`config.mk`:
```
export PLATFORM = sky130hd
export DESIGN_NAME = event_linker
export DESIGN_NICKNAME = d
export VERILOG_FILES = /design/src/hdl/event_link_pkg.sv /design/src/hdl/data_operation_unit.sv /design/src/hdl/event_linker.sv
export VERILOG_INCLUDE_DIRS = /design/src /design/src/hdl
export SDC_FILE = /design/constraint.sdc
export NUM_CORES = 1
export LEC_CHECK = 0
export ABC_AREA = 1
export BUFFER_PORTS_ARGS = -buffer_cell sky130_fd_sc_hd__buf_2
export CELL_PAD_IN_SITES_DETAIL_PLACEMENT = 0
export CELL_PAD_IN_SITES_GLOBAL_PLACEMENT = 1
export CORE_MARGIN = 3
export CORE_UTILIZATION = 40
export CTS_BUF_LIST = sky130_fd_sc_hd__clkbuf_4 sky130_fd_sc_hd__clkbuf_8
export CTS_CLUSTER_SIZE = 25
export DETAILED_ROUTE_END_ITERATION = 6
export GPL_TIMING_DRIVEN = 0
export PLACE_DENSITY = 0.88
export SLEW_MARGIN = 20
export SYNTH_ARGS = -nofsm -noshare
export SYNTH_HDL_FRONTEND = slang
export SYNTH_SLANG_ARGS = --single-unit
```
`constraint.sdc`:
```
create_clock -name clk_sys_i -period 3.2 [get_ports clk_sys_i]
set_input_delay 0.16 -clock clk_sys_i [delete_from_list [all_inputs] [get_ports clk_sys_i]]
set_output_delay 0.16 -clock clk_sys_i [all_outputs]
set_load 0.02 [all_outputs]
```
`src/hdl/event_link_cfg.svh`:
```
`ifndef EVENT_LINK_CFG_SVH
`define EVENT_LINK_CFG_SVH

// event numbers of the producers on the linker input side
`define EVT_NONE 8'h00
`define EVT_SNOOZE_REQ 8'h01
`define EVT_TIMER_UNDERFLOW 8'h02
`define EVT_LEVEL_JUDGE 8'h03
`define EVT_COMPARE_MATCH 8'h04
`define EVT_COMPARE_UNMATCH 8'h05
// operation modes of the data operation unit
`define OPMODE_COMPARE 2'h0
`define OPMODE_ADD 2'h1
`define OPMODE_SUB 2'h2
// reset values
`define OPERAND_RESET 16'h0000
`define SELECT_RESET 8'h00
`define PORT_RESET 8'h00

`endif

```
`src/hdl/event_link_pkg.sv`:
```
package event_link_pkg;

  // operation selection of the data operation unit
  typedef enum logic [1:0] {
    OP_COMPARE = 2'b00,
    OP_ADD = 2'b01,
    OP_SUB = 2'b10,
    OP_RSVD = 2'b11
  } op_mode_t;

  // operation control: mode, compare polarity, write strobes
  typedef struct packed {
    op_mode_t mode;
    logic cmp_on_mismatch;
    logic setting_we;
    logic input_we;
    logic flag_clr;
    logic [15:0] wdata;
  } op_ctrl_t;

  // per port group set and reset masks
  typedef struct packed {
    logic [7:0] set_mask;
    logic [7:0] rst_mask;
  } port_ctrl_t;

  // port data write port
  typedef struct packed {
    logic we;
    logic [7:0] data;
  } port_wr_t;

endpackage : event_link_pkg

```
`src/hdl/data_operation_unit.sv`:
```
`timescale 1ns/1ps
`include "event_link_cfg.svh"

module data_operation_unit
  import event_link_pkg::*;
#(
  parameter int WIDTH = 16
) (
  input wire logic clk_sys_i,
  input wire logic arst_n_i,
  input wire op_ctrl_t ctrl_i,
  output logic [WIDTH-1:0] result_o,
  output logic flag_o,
  output logic event_o
);

  typedef struct packed {
    logic [WIDTH-1:0] setting;
    logic [WIDTH-1:0] result;
    logic flag;
    logic evt;
  } dou_state_t;

  dou_state_t state_q;
  dou_state_t state_d;

  // ===========================================================
  // operation datapath
  always_comb begin
    logic [WIDTH:0] wide;
    logic cond;
    wide = '0;
    cond = 1'b0;
    state_d = state_q;
    state_d.evt = 1'b0;
    if (ctrl_i.setting_we) begin
      state_d.setting = ctrl_i.wdata[WIDTH-1:0];
    end
    // an input write launches the selected operation
    if (ctrl_i.input_we) begin
      case (ctrl_i.mode)
        OP_ADD: begin
          wide = {1'b0, state_q.setting} + {1'b0, ctrl_i.wdata[WIDTH-1:0]};
          cond = wide[WIDTH]; // overflow past full scale
        end
        OP_SUB: begin
          // measured minus threshold; borrow means below zero
          wide = {1'b0, ctrl_i.wdata[WIDTH-1:0]} - {1'b0, state_q.setting};
          cond = wide[WIDTH];
        end
        default: begin
          wide = '0;
          cond = (ctrl_i.wdata[WIDTH-1:0] == state_q.setting) ^
                 ctrl_i.cmp_on_mismatch;
        end
      endcase
      state_d.result = wide[WIDTH-1:0];
    end
    // a new hit wins over a software clear in the same cycle
    if (ctrl_i.flag_clr) begin
      state_d.flag = 1'b0;
    end
    if (cond) begin
      state_d.flag = 1'b1;
      state_d.evt = 1'b1;
    end
  end

  always_ff @(posedge clk_sys_i or negedge arst_n_i) begin
    if (!arst_n_i) begin
      state_q <= '0;
    end else begin
      state_q <= state_d;
    end
  end

  assign result_o = state_q.result;
  assign flag_o = state_q.flag;
  assign event_o = state_q.evt;

endmodule : data_operation_unit

```
`src/hdl/event_linker.sv`:
```
`timescale 1ns/1ps
`include "event_link_cfg.svh"


module event_linker
  import event_link_pkg::*;
#(
  parameter int CONSUMERS = 3,
  parameter int PORT_W = 8,
  parameter int ADC_W = 12
) (
  input wire logic clk_sys_i,
  input wire logic arst_n_i,
  input wire logic global_link_enable_i,
  input wire logic [7:0] sel_conv_start_i,
  input wire logic [7:0] sel_port1_i,
  input wire logic [7:0] sel_port2_i,
  input wire logic snooze_req_i,
  input wire logic timer_underflow_i,
  input wire op_ctrl_t op_ctrl_i,
  input wire logic conv_done_i,
  input wire logic [ADC_W-1:0] conv_result_i,
  input wire logic [ADC_W-1:0] cmp_ref_i,
  input wire logic cmp_greater_i,
  input wire port_ctrl_t port1_ctrl_i,
  input wire port_ctrl_t port2_ctrl_i,
  input wire port_wr_t port1_wr_i,
  input wire port_wr_t port2_wr_i,
  output logic conv_start_o,
  output logic operation_result_flag_o,
  output logic [15:0] op_result_o,
  output logic compare_match_event_o,
  output logic [PORT_W-1:0] port1_out_o,
  output logic [PORT_W-1:0] port2_out_o
);

  // ===========================================================
  // state
  typedef struct packed {
    logic conv_start;
    logic cmp_match;
    logic cmp_unmatch;
    logic [CONSUMERS-1:0] routed;
    logic [PORT_W-1:0] port1;
    logic [PORT_W-1:0] port2;
  } link_state_t;

  link_state_t state_q;
  link_state_t state_d;

  logic level_judge_event;
  logic dou_flag;
  logic [15:0] dou_result;
  logic [7:0] producer_evt [0:7];
  logic [7:0] sel [0:CONSUMERS-1];
  logic [CONSUMERS-1:0] hit;

  // ===========================================================
  // data operation unit
  data_operation_unit #(
    .WIDTH(16)
  ) u_dou (
    .clk_sys_i(clk_sys_i),
    .arst_n_i(arst_n_i),
    .ctrl_i(op_ctrl_i),
    .result_o(dou_result),
    .flag_o(dou_flag),
    .event_o(level_judge_event)
  );

  // ===========================================================
  // timing through the linker, counted in system clock edges
  //
  // a producer pulse sampled at edge n is matched against every
  // consumer select in the same cycle, so the routed pulse is
  // registered at edge n. consumers that act on it (the port
  // groups) then change their own flops one edge later.
  //
  // the level judge path is one stage longer: the operation unit
  // registers its own event first, so an input write at edge n
  // shows on the port pins after edge n+2.
  //
  // the compare unit is modelled here as well; its match and
  // unmatch pulses are registered before they enter the table,
  // which gives the same depth as the level judge path.
  //
  // limitation: producers must already be single-cycle pulses in
  // this clock domain; a level held high is routed every cycle.

  // ===========================================================
  // producer table, indexed by event number; unused slots read 0,
  // and the range check in each selector keeps an out-of-table number from aliasing onto a producer
  always_comb begin
    for (int k = 0; k < 8; k++) begin
      producer_evt[k] = 8'h00;
    end
    // low power snooze request
    producer_evt[int'(`EVT_SNOOZE_REQ)] = {7'h00, snooze_req_i};
    // periodic timer underflow
    producer_evt[int'(`EVT_TIMER_UNDERFLOW)] =
      {7'h00, timer_underflow_i};
    // level judgement from the operation unit
    producer_evt[int'(`EVT_LEVEL_JUDGE)] =
      {7'h00, level_judge_event};
    // converter compare hit and miss
    producer_evt[int'(`EVT_COMPARE_MATCH)] =
      {7'h00, state_q.cmp_match};
    producer_evt[int'(`EVT_COMPARE_UNMATCH)] =
      {7'h00, state_q.cmp_unmatch};
  end

  assign sel[0] = sel_conv_start_i;
  assign sel[1] = sel_port1_i;
  assign sel[2] = sel_port2_i;

  // ===========================================================
  // one selector per consumer; selects are read live, so software
  // may repoint a consumer between events without any handshake
  genvar g;
  generate
    for (g = 0; g < CONSUMERS; g++) begin : g_route
      always_comb begin
        hit[g] = 1'b0;
        // zero or out-of-table numbers route nothing
        if (sel[g] != `EVT_NONE && sel[g] <= `EVT_COMPARE_UNMATCH) begin
          hit[g] = producer_evt[sel[g][2:0]][0] &
                   global_link_enable_i;
        end
      end
    end
  endgenerate

  // ===========================================================
  // next state
  // the compare unit and both port groups share one state word so
  // that a single register process holds every flop of the block outside the operation unit;
  // the port groups read the routed pulse from the previous cycle,
  // which keeps the select decode out of the port data path
  always_comb begin
    logic lo;
    logic hi;
    state_d = state_q;
    lo = conv_result_i < cmp_ref_i;
    hi = conv_result_i > cmp_ref_i;
    // compare unit: one pulse per finished conversion
    state_d.cmp_match = conv_done_i & (cmp_greater_i ? hi : lo);
    state_d.cmp_unmatch = conv_done_i & ~(cmp_greater_i ? hi : lo);
    // routed events leave as one-cycle pulses
    state_d.routed = hit;
    state_d.conv_start = hit[0];
    // port groups: software write, then event set and reset
    if (port1_wr_i.we) begin
      state_d.port1 = port1_wr_i.data;
    end
    if (port2_wr_i.we) begin
      state_d.port2 = port2_wr_i.data;
    end
    // an event wins over a same-cycle software write
    if (state_q.routed[1]) begin
      state_d.port1 = (state_d.port1 | port1_ctrl_i.set_mask) &
                      ~port1_ctrl_i.rst_mask;
    end
    if (state_q.routed[2]) begin
      state_d.port2 = (state_d.port2 | port2_ctrl_i.set_mask) &
                      ~port2_ctrl_i.rst_mask;
    end
  end

  always_ff @(posedge clk_sys_i or negedge arst_n_i) begin
    if (!arst_n_i) begin
      state_q <= '0;
    end else begin
      state_q <= state_d;
    end
  end

  // ===========================================================
  // outputs straight from flip-flops
  // the flag and the result come from flops inside the operation
  // unit, so no logic sits between any flop and a top-level pin
  assign conv_start_o = state_q.conv_start;
  assign compare_match_event_o = state_q.cmp_match;
  assign port1_out_o = state_q.port1;
  assign port2_out_o = state_q.port2;
  assign operation_result_flag_o = dou_flag;
  assign op_result_o = dou_result;

endmodule : event_linker

```
==> run summary, run 1 <==
WP buf/inv: 2
Most common cell in the netlist: nand2_1
Setup total negative slack: 0 ns
Mapped Nets: 950
CP max FO: 4
Max Cap Viol: 0
CTS root buf: clkbuf_8
Post-Syn Area: 5161 µm²
Largest cells by area after synthesis: dfrtp_1 (27%), nand2_1 (17%), ha_1 (11%)
Final Skew: 0.01681 ns
Netlist cell types: 46
Core area: 12310 µm²
Slew @ Worst Pin: 0.7213 ns
Die W: 119.6 µm
Synth warnings: 0
Fmax: 469.5 MHz
Post-CTS setup buffer count: 0
Post-synth EDFFs: 0
Worst Setup Start Kind: flip-flop
Num CTS Buffers: 5
Post-synth top area cell: dfrtp_1
Fill cell count: 1323
Syn avg cell area: 6.660 µm²
Worst Path Required: 3.47 ns
DIE HEIGHT: 119.6 µm
Seq. cell area: 1376 µm²
GP Congestion: 0.9325
Buffers added on ports: 159
Relative slew margins: 51.91%
Die footprint: 14300 µm²
Register area share after synthesis: 26.67%
H-tree lvl count: 2
First-pass GRT wire length: 23300 µm
CP Cell Sequence: ha_1 -> inv_1 -> fa_1 -> inv_1 -> nand2_1 -> nand3_1 -> nand3_1 -> nand2_1 -> o21ai_0 -> o21ai_0 -> nand2_1 -> nand2_1
Worst path slowest cell: fa_1
Final hold viol count: 0
DR DRC count: 0
Critical path class: reg2reg
Area delta synth->final: 22.30%
Ys flop type: dfrtp_1
Post-route clock period utilization: 66.56%
Final ANT Viol Nets: 0
Via Count: 5181
Crit path max-delay family: adder cells
Total grt overflow: 0
CTS tree: yes
DP Wirelength: 11520 µm
Most Frequent Cell on Critical Path: nand2_1
Clock sink total: 55
Final min period: 2.130 ns
DR WL/cell: 12.45 µm
Post-CTS Hold Fix Bufs: 5
DRT Pass-1 Iters: 5
Critical Path Sink Type: flip-flop
VDD IR max: 0.1770 mV
Post-Syn Instances: 775
Placed cell count: 1102
N_diodes: 0
Post-CTS resize count: 0
P per Cell Area: 344.5 nW/µm²
Non-Filler Instances: 1115
RSZ-0062 raised after global routing: no
Clock Latency Late Sink: 0.34 ns
Synth cell count leaders: nand2_1 (231), inv_1 (123), dfrtp_1 (55), nor2_1 (50), nand3_1 (48)
Largest net degree at the start of global routing: 56
Final setup fails: 0
Status: finished clean
Vias in the first global route: 4930
Routed vias/inst: 4.647
Area occupied by multi-input gates: 2917 µm²
Global Route Usage Sum: 19.63%
Nets: 1121
Asr flop ratio synth: 100.0%
Starting DRT DRC Count: 277
Yosys top cell area share: 26.67%
Critical path arrival: 2.40 ns
Max Root-Sink Buffers: 2
Initial antenna violation count: 0
HP Class: in2reg
Initial Util: 41.92%
CP peak stage delay: 0.41 ns
Fraction of layout cells with a size suffix above 1: 25.13%
I/O pin total: 162
Slew Limit Fails: 0
Final WL: 13880 µm
Clock Pin Slew Worst Setup and Hold Paths: 0.10 ns
LEAKAGE: 3.737 nW
Seq cells post-synth: 55
FP Rows: 40
## per-layer routing
metal	vias to the layer above	wire [µm]	GRT usage, %
met4	0	231	5.583
met3	18	804	2.875
met2	139	6183	30.65
met1	2260	6666	28.23
li1	2764	-	-
met5	-	0	0
## stage by stage
stage          setup WS (ns)  util, %  total power, mW  instance area, µm²  hold WS [ns]
6_report               1.070    51.27            2.175                6312       0.04660
5_1_grt               0.8106    51.27            2.371                6312       0.04459
4_1_cts                1.084    51.27            2.200                6312       0.02269
3_5_place_dp           1.110    50.11            1.754                6170        0.2627
3_3_place_gp           1.115    50.09            1.746                6167        0.3303
2_1_floorplan          1.405        -            1.457                5161       -0.1356
## cell type report
type	count	share of cell area (%)
buffer	56	5.907
clock buffer	6	1.209
clock inverter	2	0.2577
inverter	132	7.849
multi-input combinational	532	46.20
sequential	55	21.80
tap	168	3.330
timing repair buffer	164	13.44
## power breakdown
group | internal (mW) | switching, mW
logic | 0.381 | 0.569
clock network | 0.167 | 0.262
registers | 0.760 | 0.0353
total | 1.31 | 0.867
## sequential cells by signal (all words and copies together) (netlist names)
signal                 cells
compare_match_event_o      1
port1_out_o                8
port2_out_o                8
producer_evt               1
state_q                    3
u_dou.event_o              1
u_dou.flag_o               1
u_dou.result_o            16
u_dou.state_q             16
## kinds of logic after synthesis
group / Yosys count / synth area share [%]
simple gates: 357 / 28.75
mux: 8 / 1.552
fa+ha+maj: 48 / 11.93
compound gates: 116 / 13.77
xor+xnor: 3 / 0.5092
buf+inv: 188 / 16.82
flops: 55 / 26.67
## final timing paths
path                            cells past startpoint                            from  slack, ns                        endpoint
max in group asynchronous                           2                        arst_n_i       2.30        port1_out_o[2]$_DFF_PN0_
worst max register to register                     12   u_dou.state_q[18]$_DFFE_PN0P_       1.07   u_dou.result_o[8]$_DFFE_PN0P_
worst min register to register                      2  u_dou.result_o[15]$_DFFE_PN0P_       0.49  u_dou.result_o[15]$_DFFE_PN0P_
worst max-delay path                               12   u_dou.state_q[18]$_DFFE_PN0P_       1.07   u_dou.result_o[8]$_DFFE_PN0P_
min in group asynchronous                           2                        arst_n_i       0.40   u_dou.state_q[23]$_DFFE_PN0P_
worst min-delay path                                2                  sel_port2_i[1]       0.05           state_q[18]$_DFF_PN0_
## placed cells by master, fill, tap and decap left out, types with 3 or more instances in the layout
cell type,Yosys,layout
o22ai_1,3,3
nand2_1,231,231
dlygate4sd3_1,0,5
a22o_1,12,12
buf_4,38,39
o21ai_0,35,35
a21oi_1,40,40
mux2i_1,8,8
nand4_1,6,6
inv_2,8,8
inv_1,123,123
nand2_2,5,5
nor3_1,3,3
nor2_1,50,50
nor2_2,4,4
o21bai_1,5,5
buf_2,7,165
a22oi_1,4,4
dfrtp_1,55,55
clkbuf_1,9,9
nand3_1,48,48
clkbuf_8,0,5
a32o_1,4,4
ha_1,46,46
Power figures use the tool's default switching activity.
==> run 2, diff against run 1 <==
--- a/config.mk
+++ b/config.mk
@@ -11,12 +11,12 @@
 export CELL_PAD_IN_SITES_DETAIL_PLACEMENT = 0
 export CELL_PAD_IN_SITES_GLOBAL_PLACEMENT = 1
 export CORE_MARGIN = 3
-export CORE_UTILIZATION = 40
+export CORE_UTILIZATION = 33
 export CTS_BUF_LIST = sky130_fd_sc_hd__clkbuf_4 sky130_fd_sc_hd__clkbuf_8
 export CTS_CLUSTER_SIZE = 25
 export DETAILED_ROUTE_END_ITERATION = 6
 export GPL_TIMING_DRIVEN = 0
-export PLACE_DENSITY = 0.88
+export PLACE_DENSITY = 0.78
 export SLEW_MARGIN = 20
 export SYNTH_ARGS = -nofsm -noshare
 export SYNTH_HDL_FRONTEND = slang
==> constraint.sdc (replaced) <==
create_clock -name clk_sys_i -period 1.8 [get_ports clk_sys_i]
set_input_delay 0.09 -clock clk_sys_i [delete_from_list [all_inputs] [get_ports clk_sys_i]]
set_output_delay 0.09 -clock clk_sys_i [all_outputs]
set_load 0.02 [all_outputs]
==> run 2 against run 1 <==
  * The run now ends with setup timing left
  * Cell count rose by 9.0%
  * Die area rose by 20%
  * Total power rose by 99%
  * Global-route usage fell by 2.2 points
  * Sequential share of layout area fell by 3.0 points
  * Via count rose by 5.6%
  * Routed wire length rose by 12%
  * Register-to-register slack got worse by 1.2 ns
  * Largest power group unchanged
==> run summary, run 2 (synthesis results as in run 1) <==
Worst setup margin: -0.1103 ns
H-tree lvl count: 2
Final ANT Viol Nets: 0
Slew Limit Fails: 0
Final min period: 1.910 ns
Critical Path Sink Type: flip-flop
Die footprint: 17180 µm²
Final setup fails: 10
Fraction of layout cells with a size suffix above 1: 35.36%
Critical path class: reg2reg
Worst path slowest cell: dfrtp_1
Initial Util: 33.83%
Fmax: 523.5 MHz
Nets: 1178
Largest net degree at the start of global routing: 56
CTS tree: yes
Fill cell count: 1614
Clock Latency Late Sink: 0.34 ns
Non-Filler Instances: 1215
Worst Path Required: 2.05 ns
CP Cell Sequence: ha_2 -> fa_2 -> nor2_4 -> nor2_4 -> o21bai_4 -> buf_4 -> nand2_1 -> nand2_1 -> o22ai_2 -> nand2_1 -> nand2_1
DR WL/cell: 12.77 µm
VDD IR max: 0.3107 mV
P per Cell Area: 589.1 nW/µm²
HP Class: in2reg
Clock sink total: 55
Starting DRT DRC Count: 277
WP buf/inv: 1
Total grt overflow: 0
Placed cell count: 1145
Final hold viol count: 0
Final Skew: 0.01239 ns
Post-route design area: 7336 µm²
Most Frequent Cell on Critical Path: nand2_1
LEAKAGE: 4.044 nW
RSZ-0062 raised after global routing: yes
Failing checks: setup timing
Vias in the first global route: 5108
Post-Place Cell Area: 6223 µm²
Routed vias/inst: 4.503
Die W: 131.1 µm
Initial antenna violation count: 0
Area delta synth->final: 42.13%
Global Route Usage Sum: 17.44%
DR DRC count: 0
Flop2flop setup slack: -0.11 ns
Num CTS Buffers: 5
First-pass GRT wire length: 24150 µm
Status: finished with violations
CP max FO: 4
Core area: 15260 µm²
DP Wirelength: 11980 µm
Clock Pin Slew Worst Setup and Hold Paths: 0.12 ns
CP peak stage delay: 0.42 ns
Max Root-Sink Buffers: 2
FP Rows: 45
Critical path arrival: 2.16 ns
Worst Setup Start Kind: flip-flop
GP Congestion: 0.8671
N_diodes: 0
Crit path max-delay family: adder cells
Overall Power: 4.322 mW
Max Cap Viol: 0
Commonest non-fill, non-tap cell in the layout: nand2_1
CTS root buf: clkbuf_8
Via Count: 5471
Relative slew margins: 52.40%
Slew @ Worst Pin: 0.7140 ns
DRT Pass-1 Iters: 5
Commonest non-fill, non-tap cells in the layout: nand2_1 (197), buf_2 (163), inv_1 (108)
I/O pin total: 162
Buffers added on ports: 159
DIE HEIGHT: 131.1 µm
Post-route clock period utilization: 106.1%
Final WL: 15520 µm
run 2: layout make-up:
class	count	area (µm²)	share of cell area [%]
buffer	54	397.9	5.424
clock inverter	3	27.53	0.3752
clock buffer	5	68.82	0.9381
multi-input combinational	532	3332	45.42
sequential	55	1376	18.76
inverter	132	500.5	6.822
timing repair buffer	223	1369	18.66
tap	211	264.0	3.599
run 2: worst paths after layout:
kind                                                start                              to  depth (start not counted)
max reg2reg                 u_dou.state_q[18]$_DFFE_PN0P_   u_dou.result_o[6]$_DFFE_PN0P_                         11
min in group asynchronous                        arst_n_i        port2_out_o[0]$_DFF_PN0_                          2
max                         u_dou.state_q[18]$_DFFE_PN0P_   u_dou.result_o[6]$_DFFE_PN0P_                         11
max in group asynchronous                        arst_n_i  u_dou.result_o[14]$_DFFE_PN0P_                          2
min reg2reg                u_dou.result_o[11]$_DFFE_PN0P_  u_dou.result_o[11]$_DFFE_PN0P_                          2
min                                       port2_ctrl_i[7]        port2_out_o[7]$_DFF_PN0_                          3
run 2: layer usage:
metal | track usage (%) | share of wire [%]
met4 | 3.993 | 1.4
met2 | 29.45 | 49
met3 | 2.472 | 4.2
met1 | 23.66 | 46
met5 | 0 | 0
run 2: metrics by stage:
stage          hold WS, ns  setup WS (ns)  utilization [%]  setup TNS, ns
2_1_floorplan      -0.2056       0.004548                -              0
3_3_place_gp        0.2594        -0.3142            40.77         -2.054
3_5_place_dp        0.2076        -0.3051            40.79         -2.036
4_1_cts           0.003872        -0.1865            45.50        -0.9501
5_1_grt           0.002750        -0.2493            48.08         -2.292
6_report           0.01917        -0.1103            48.08        -0.6891
run 2: worst min-delay path, cell delays in order:
cell and delay (ns):
buf_2 0.08, a22o_1 0.14, inv_1 0.04
run 2: power breakdown:
group	internal, mW	switching (mW)	total [mW]
Clock	0.290	0.495	0.785
Combinational	0.923	1.20	2.12
Sequential	1.35	0.0640	1.41
Total	2.56	1.76	4.32
run 2: what timing repair did:
item | CTS | global route
resized for setup | 51 | 80
gates cloned | 1 | 1
hold endpoints to repair | 85 | 0
hold buffers | 38 | 0
endpoints found under the setup margin | 14 | 15
pin swaps | 13 | 23
buffers inserted | 10 | 14
==> run 3, diff against run 2 <==
==> constraint.sdc (replaced) <==
create_clock -name clk_sys_i -period 1.6 [get_ports clk_sys_i]
set_input_delay 0.24 -clock clk_sys_i [delete_from_list [all_inputs] [get_ports clk_sys_i]]
set_output_delay 0.24 -clock clk_sys_i [all_outputs]
set_load 0.02 [all_outputs]
==> run 3 against run 2 <==
  * The run still ends with setup timing left
  * Die area stayed put
  * First-iteration DRC count is 30% lower
  * Sequential share of layout area is 0.31 points higher
  * Flip-flop and latch count stayed put
  * Cell count is 2.6% lower
  * Maximum frequency is 2.8% lower
  * Non-clock buffer count is 31 lower
  * Design area is 1.5% lower
  * Combinational power is 18% higher
  * Via count is 1.6% lower
  * Register-to-register slack worse by 0.25 ns
  * Critical path type unchanged
  * Total power is 15% higher
==> run summary, run 3 (synthesis results as in run 1) <==
Status: finished with violations
Failing checks: setup timing
FP Rows: 45
Combinational power share: 50.2%
Global route hottest layer: met2
Part of the power in registers: 32.0%
Setup total negative slack: -3.200 ns
I/O pin total: 162
Slew Limit Fails: 0
Clock Latency Late Sink: 0.34 ns
Critical path arrival: 2.21 ns
Max Root-Sink Buffers: 2
Hold depth: 2
Worst Path Required: 1.85 ns
Nets: 1147
DIE HEIGHT: 131.1 µm
Final Skew: 0.01821 ns
Die footprint: 17180 µm²
Clock sink total: 55
Vias in the first global route: 4830
Routed vias/inst: 4.546
Cell Int Power: 2.938 mW
CTS tree: yes
Clock power frac: 17.8%
DP Wirelength: 12020 µm
Clock Pin Slew Worst Setup and Hold Paths: 0.12 ns
N_diodes: 0
First-pass GRT wire length: 23410 µm
Overall Power: 4.980 mW
Initial antenna violation count: 0
Slew @ Worst Pin: 0.7229 ns
HP Class: in2reg
Final ANT Viol Nets: 0
Initial Util: 33.83%
Post-Place Cell Area: 6274 µm²
CP peak stage delay: 0.45 ns
Area delta synth->final: 39.95%
Global Route Usage Sum: 16.92%
Largest net degree at the start of global routing: 56
Worst path slowest cell: dfrtp_2
H-tree lvl count: 2
RSZ-0062 raised after global routing: yes
DR DRC count: 0
Post-route clock period utilization: 122.8%
Fin util: 47.34%
WP depth: 11
Grt met3 use: 2.472%
Critical Path Sink Type: flip-flop
Fill cell count: 1625
Buffers added on ports: 159
Global-route met2 utilization: 27.39%
GP Congestion: 0.8677
Net Switching: 2.042 mW
Worst Setup Start Kind: flip-flop
LEAKAGE: 3.947 nW
CP max FO: 4
Net Sw Frac: 41.00%
Relative slew margins: 51.81%
Final hold viol count: 0
GR Util met1: 24.08%
CP Cell Sequence: ha_4 -> fa_2 -> nor2_4 -> nor2_4 -> o21bai_4 -> buf_4 -> nand2_1 -> nand2_1 -> o22ai_2 -> nand2_1 -> nand2_1
CTS root buf: clkbuf_8
Most Frequent Cell on Critical Path: nand2_1
Fmax: 509.0 MHz
Commonest non-fill, non-tap cells in the layout: nand2_1 (188), buf_2 (161), inv_1 (100)
Fraction of layout cells with a size suffix above 1: 40.18%
DR WL/cell: 13.09 µm
P per Cell Area: 689.5 nW/µm²
Max Cap Viol: 0
Final WL: 15500 µm
Core area: 15260 µm²
Die W: 131.1 µm
Post-route design area: 7223 µm²
WP buf/inv: 1
Num CTS Buffers: 5
Starting DRT DRC Count: 194
Commonest non-fill, non-tap cell in the layout: nand2_1
Total grt overflow: 0
Via Count: 5382
DRT Pass-1 Iters: 4
Final setup fails: 16
Crit path max-delay family: adder cells
VDD IR max: 0.4512 mV
Critical path class: reg2reg
Worst R2R Path Depth: 11
Final min period: 1.965 ns
Worst setup margin: -0.3646 ns
[run 3: power by group through the flow]
stage / Combinational [mW] / Clock, mW / Sequential, mW
after floorplan: 1.34 / 0 / 1.61
after global placement: 1.94 / 0 / 1.62
after detailed placement: 1.95 / 0 / 1.62
after CTS: 2.11 / 0.940 / 1.59
after global routing: 2.78 / 0.961 / 1.61
final: 2.50 / 0.885 / 1.59
[run 3: final cells by class]
cell class,count,area [µm²],area share (%)
plain buffers,53,406.6,5.630
clock buffers,5,68.82,0.9527
clock inverters,3,25.02,0.3464
inverters,132,503.0,6.963
multi-input cells,532,3491,48.33
flip-flops and latches,55,1378,19.07
well taps,211,264.0,3.655
repair buffers,193,1087,15.05
[run 3: final timing paths]
kind / startpoint / to / slack [ns]
min: port1_ctrl_i[1] / port1_out_o[1]$_DFF_PN0_ / 0.04
min in group asynchronous: arst_n_i / port2_out_o[7]$_DFF_PN0_ / 0.49
max: u_dou.state_q[18]$_DFFE_PN0P_ / u_dou.result_o[6]$_DFFE_PN0P_ / -0.36
max reg2reg: u_dou.state_q[18]$_DFFE_PN0P_ / u_dou.result_o[6]$_DFFE_PN0P_ / -0.36
min reg2reg: u_dou.result_o[12]$_DFFE_PN0P_ / u_dou.result_o[12]$_DFFE_PN0P_ / 0.49
max in group asynchronous: arst_n_i / u_dou.state_q[18]$_DFFE_PN0P_ / 0.60
[run 3: per-stage QoR]
| step | worst slack [ns] | cells | hold WS, ns |
|---|---|---|---|
| after floorplan | -0.1101 | 775 | -0.05559 |
| after global routing | -0.4553 | 1184 | 0.02596 |
| final | -0.3646 | 1184 | 0.04491 |
| after global placement | -0.3966 | 1145 | 0.4111 |
| after CTS | -0.3170 | 1167 | 0.02611 |
| after detailed placement | -0.3869 | 1145 | 0.3576 |
[run 3: routing by layer]
metal / wire length, µm / share of wire, % / vias up
li1: - / - / 2820
met1: 7306 / 47 / 2455
met2: 7389 / 48 / 94
met3: 614 / 4.0 / 13
met4: 191 / 1.2 / 0
met5: 0 / 0 / -
[run 3: timing repair]
action                                  CTS  global route
endpoints found under the setup margin   15            16
endpoints found under the hold margin    50             0
setup buffers                            12            20
gates resized for setup                  40           129
gates cloned                              1             0
pin swaps                                12            39
hold buffers                              1             0
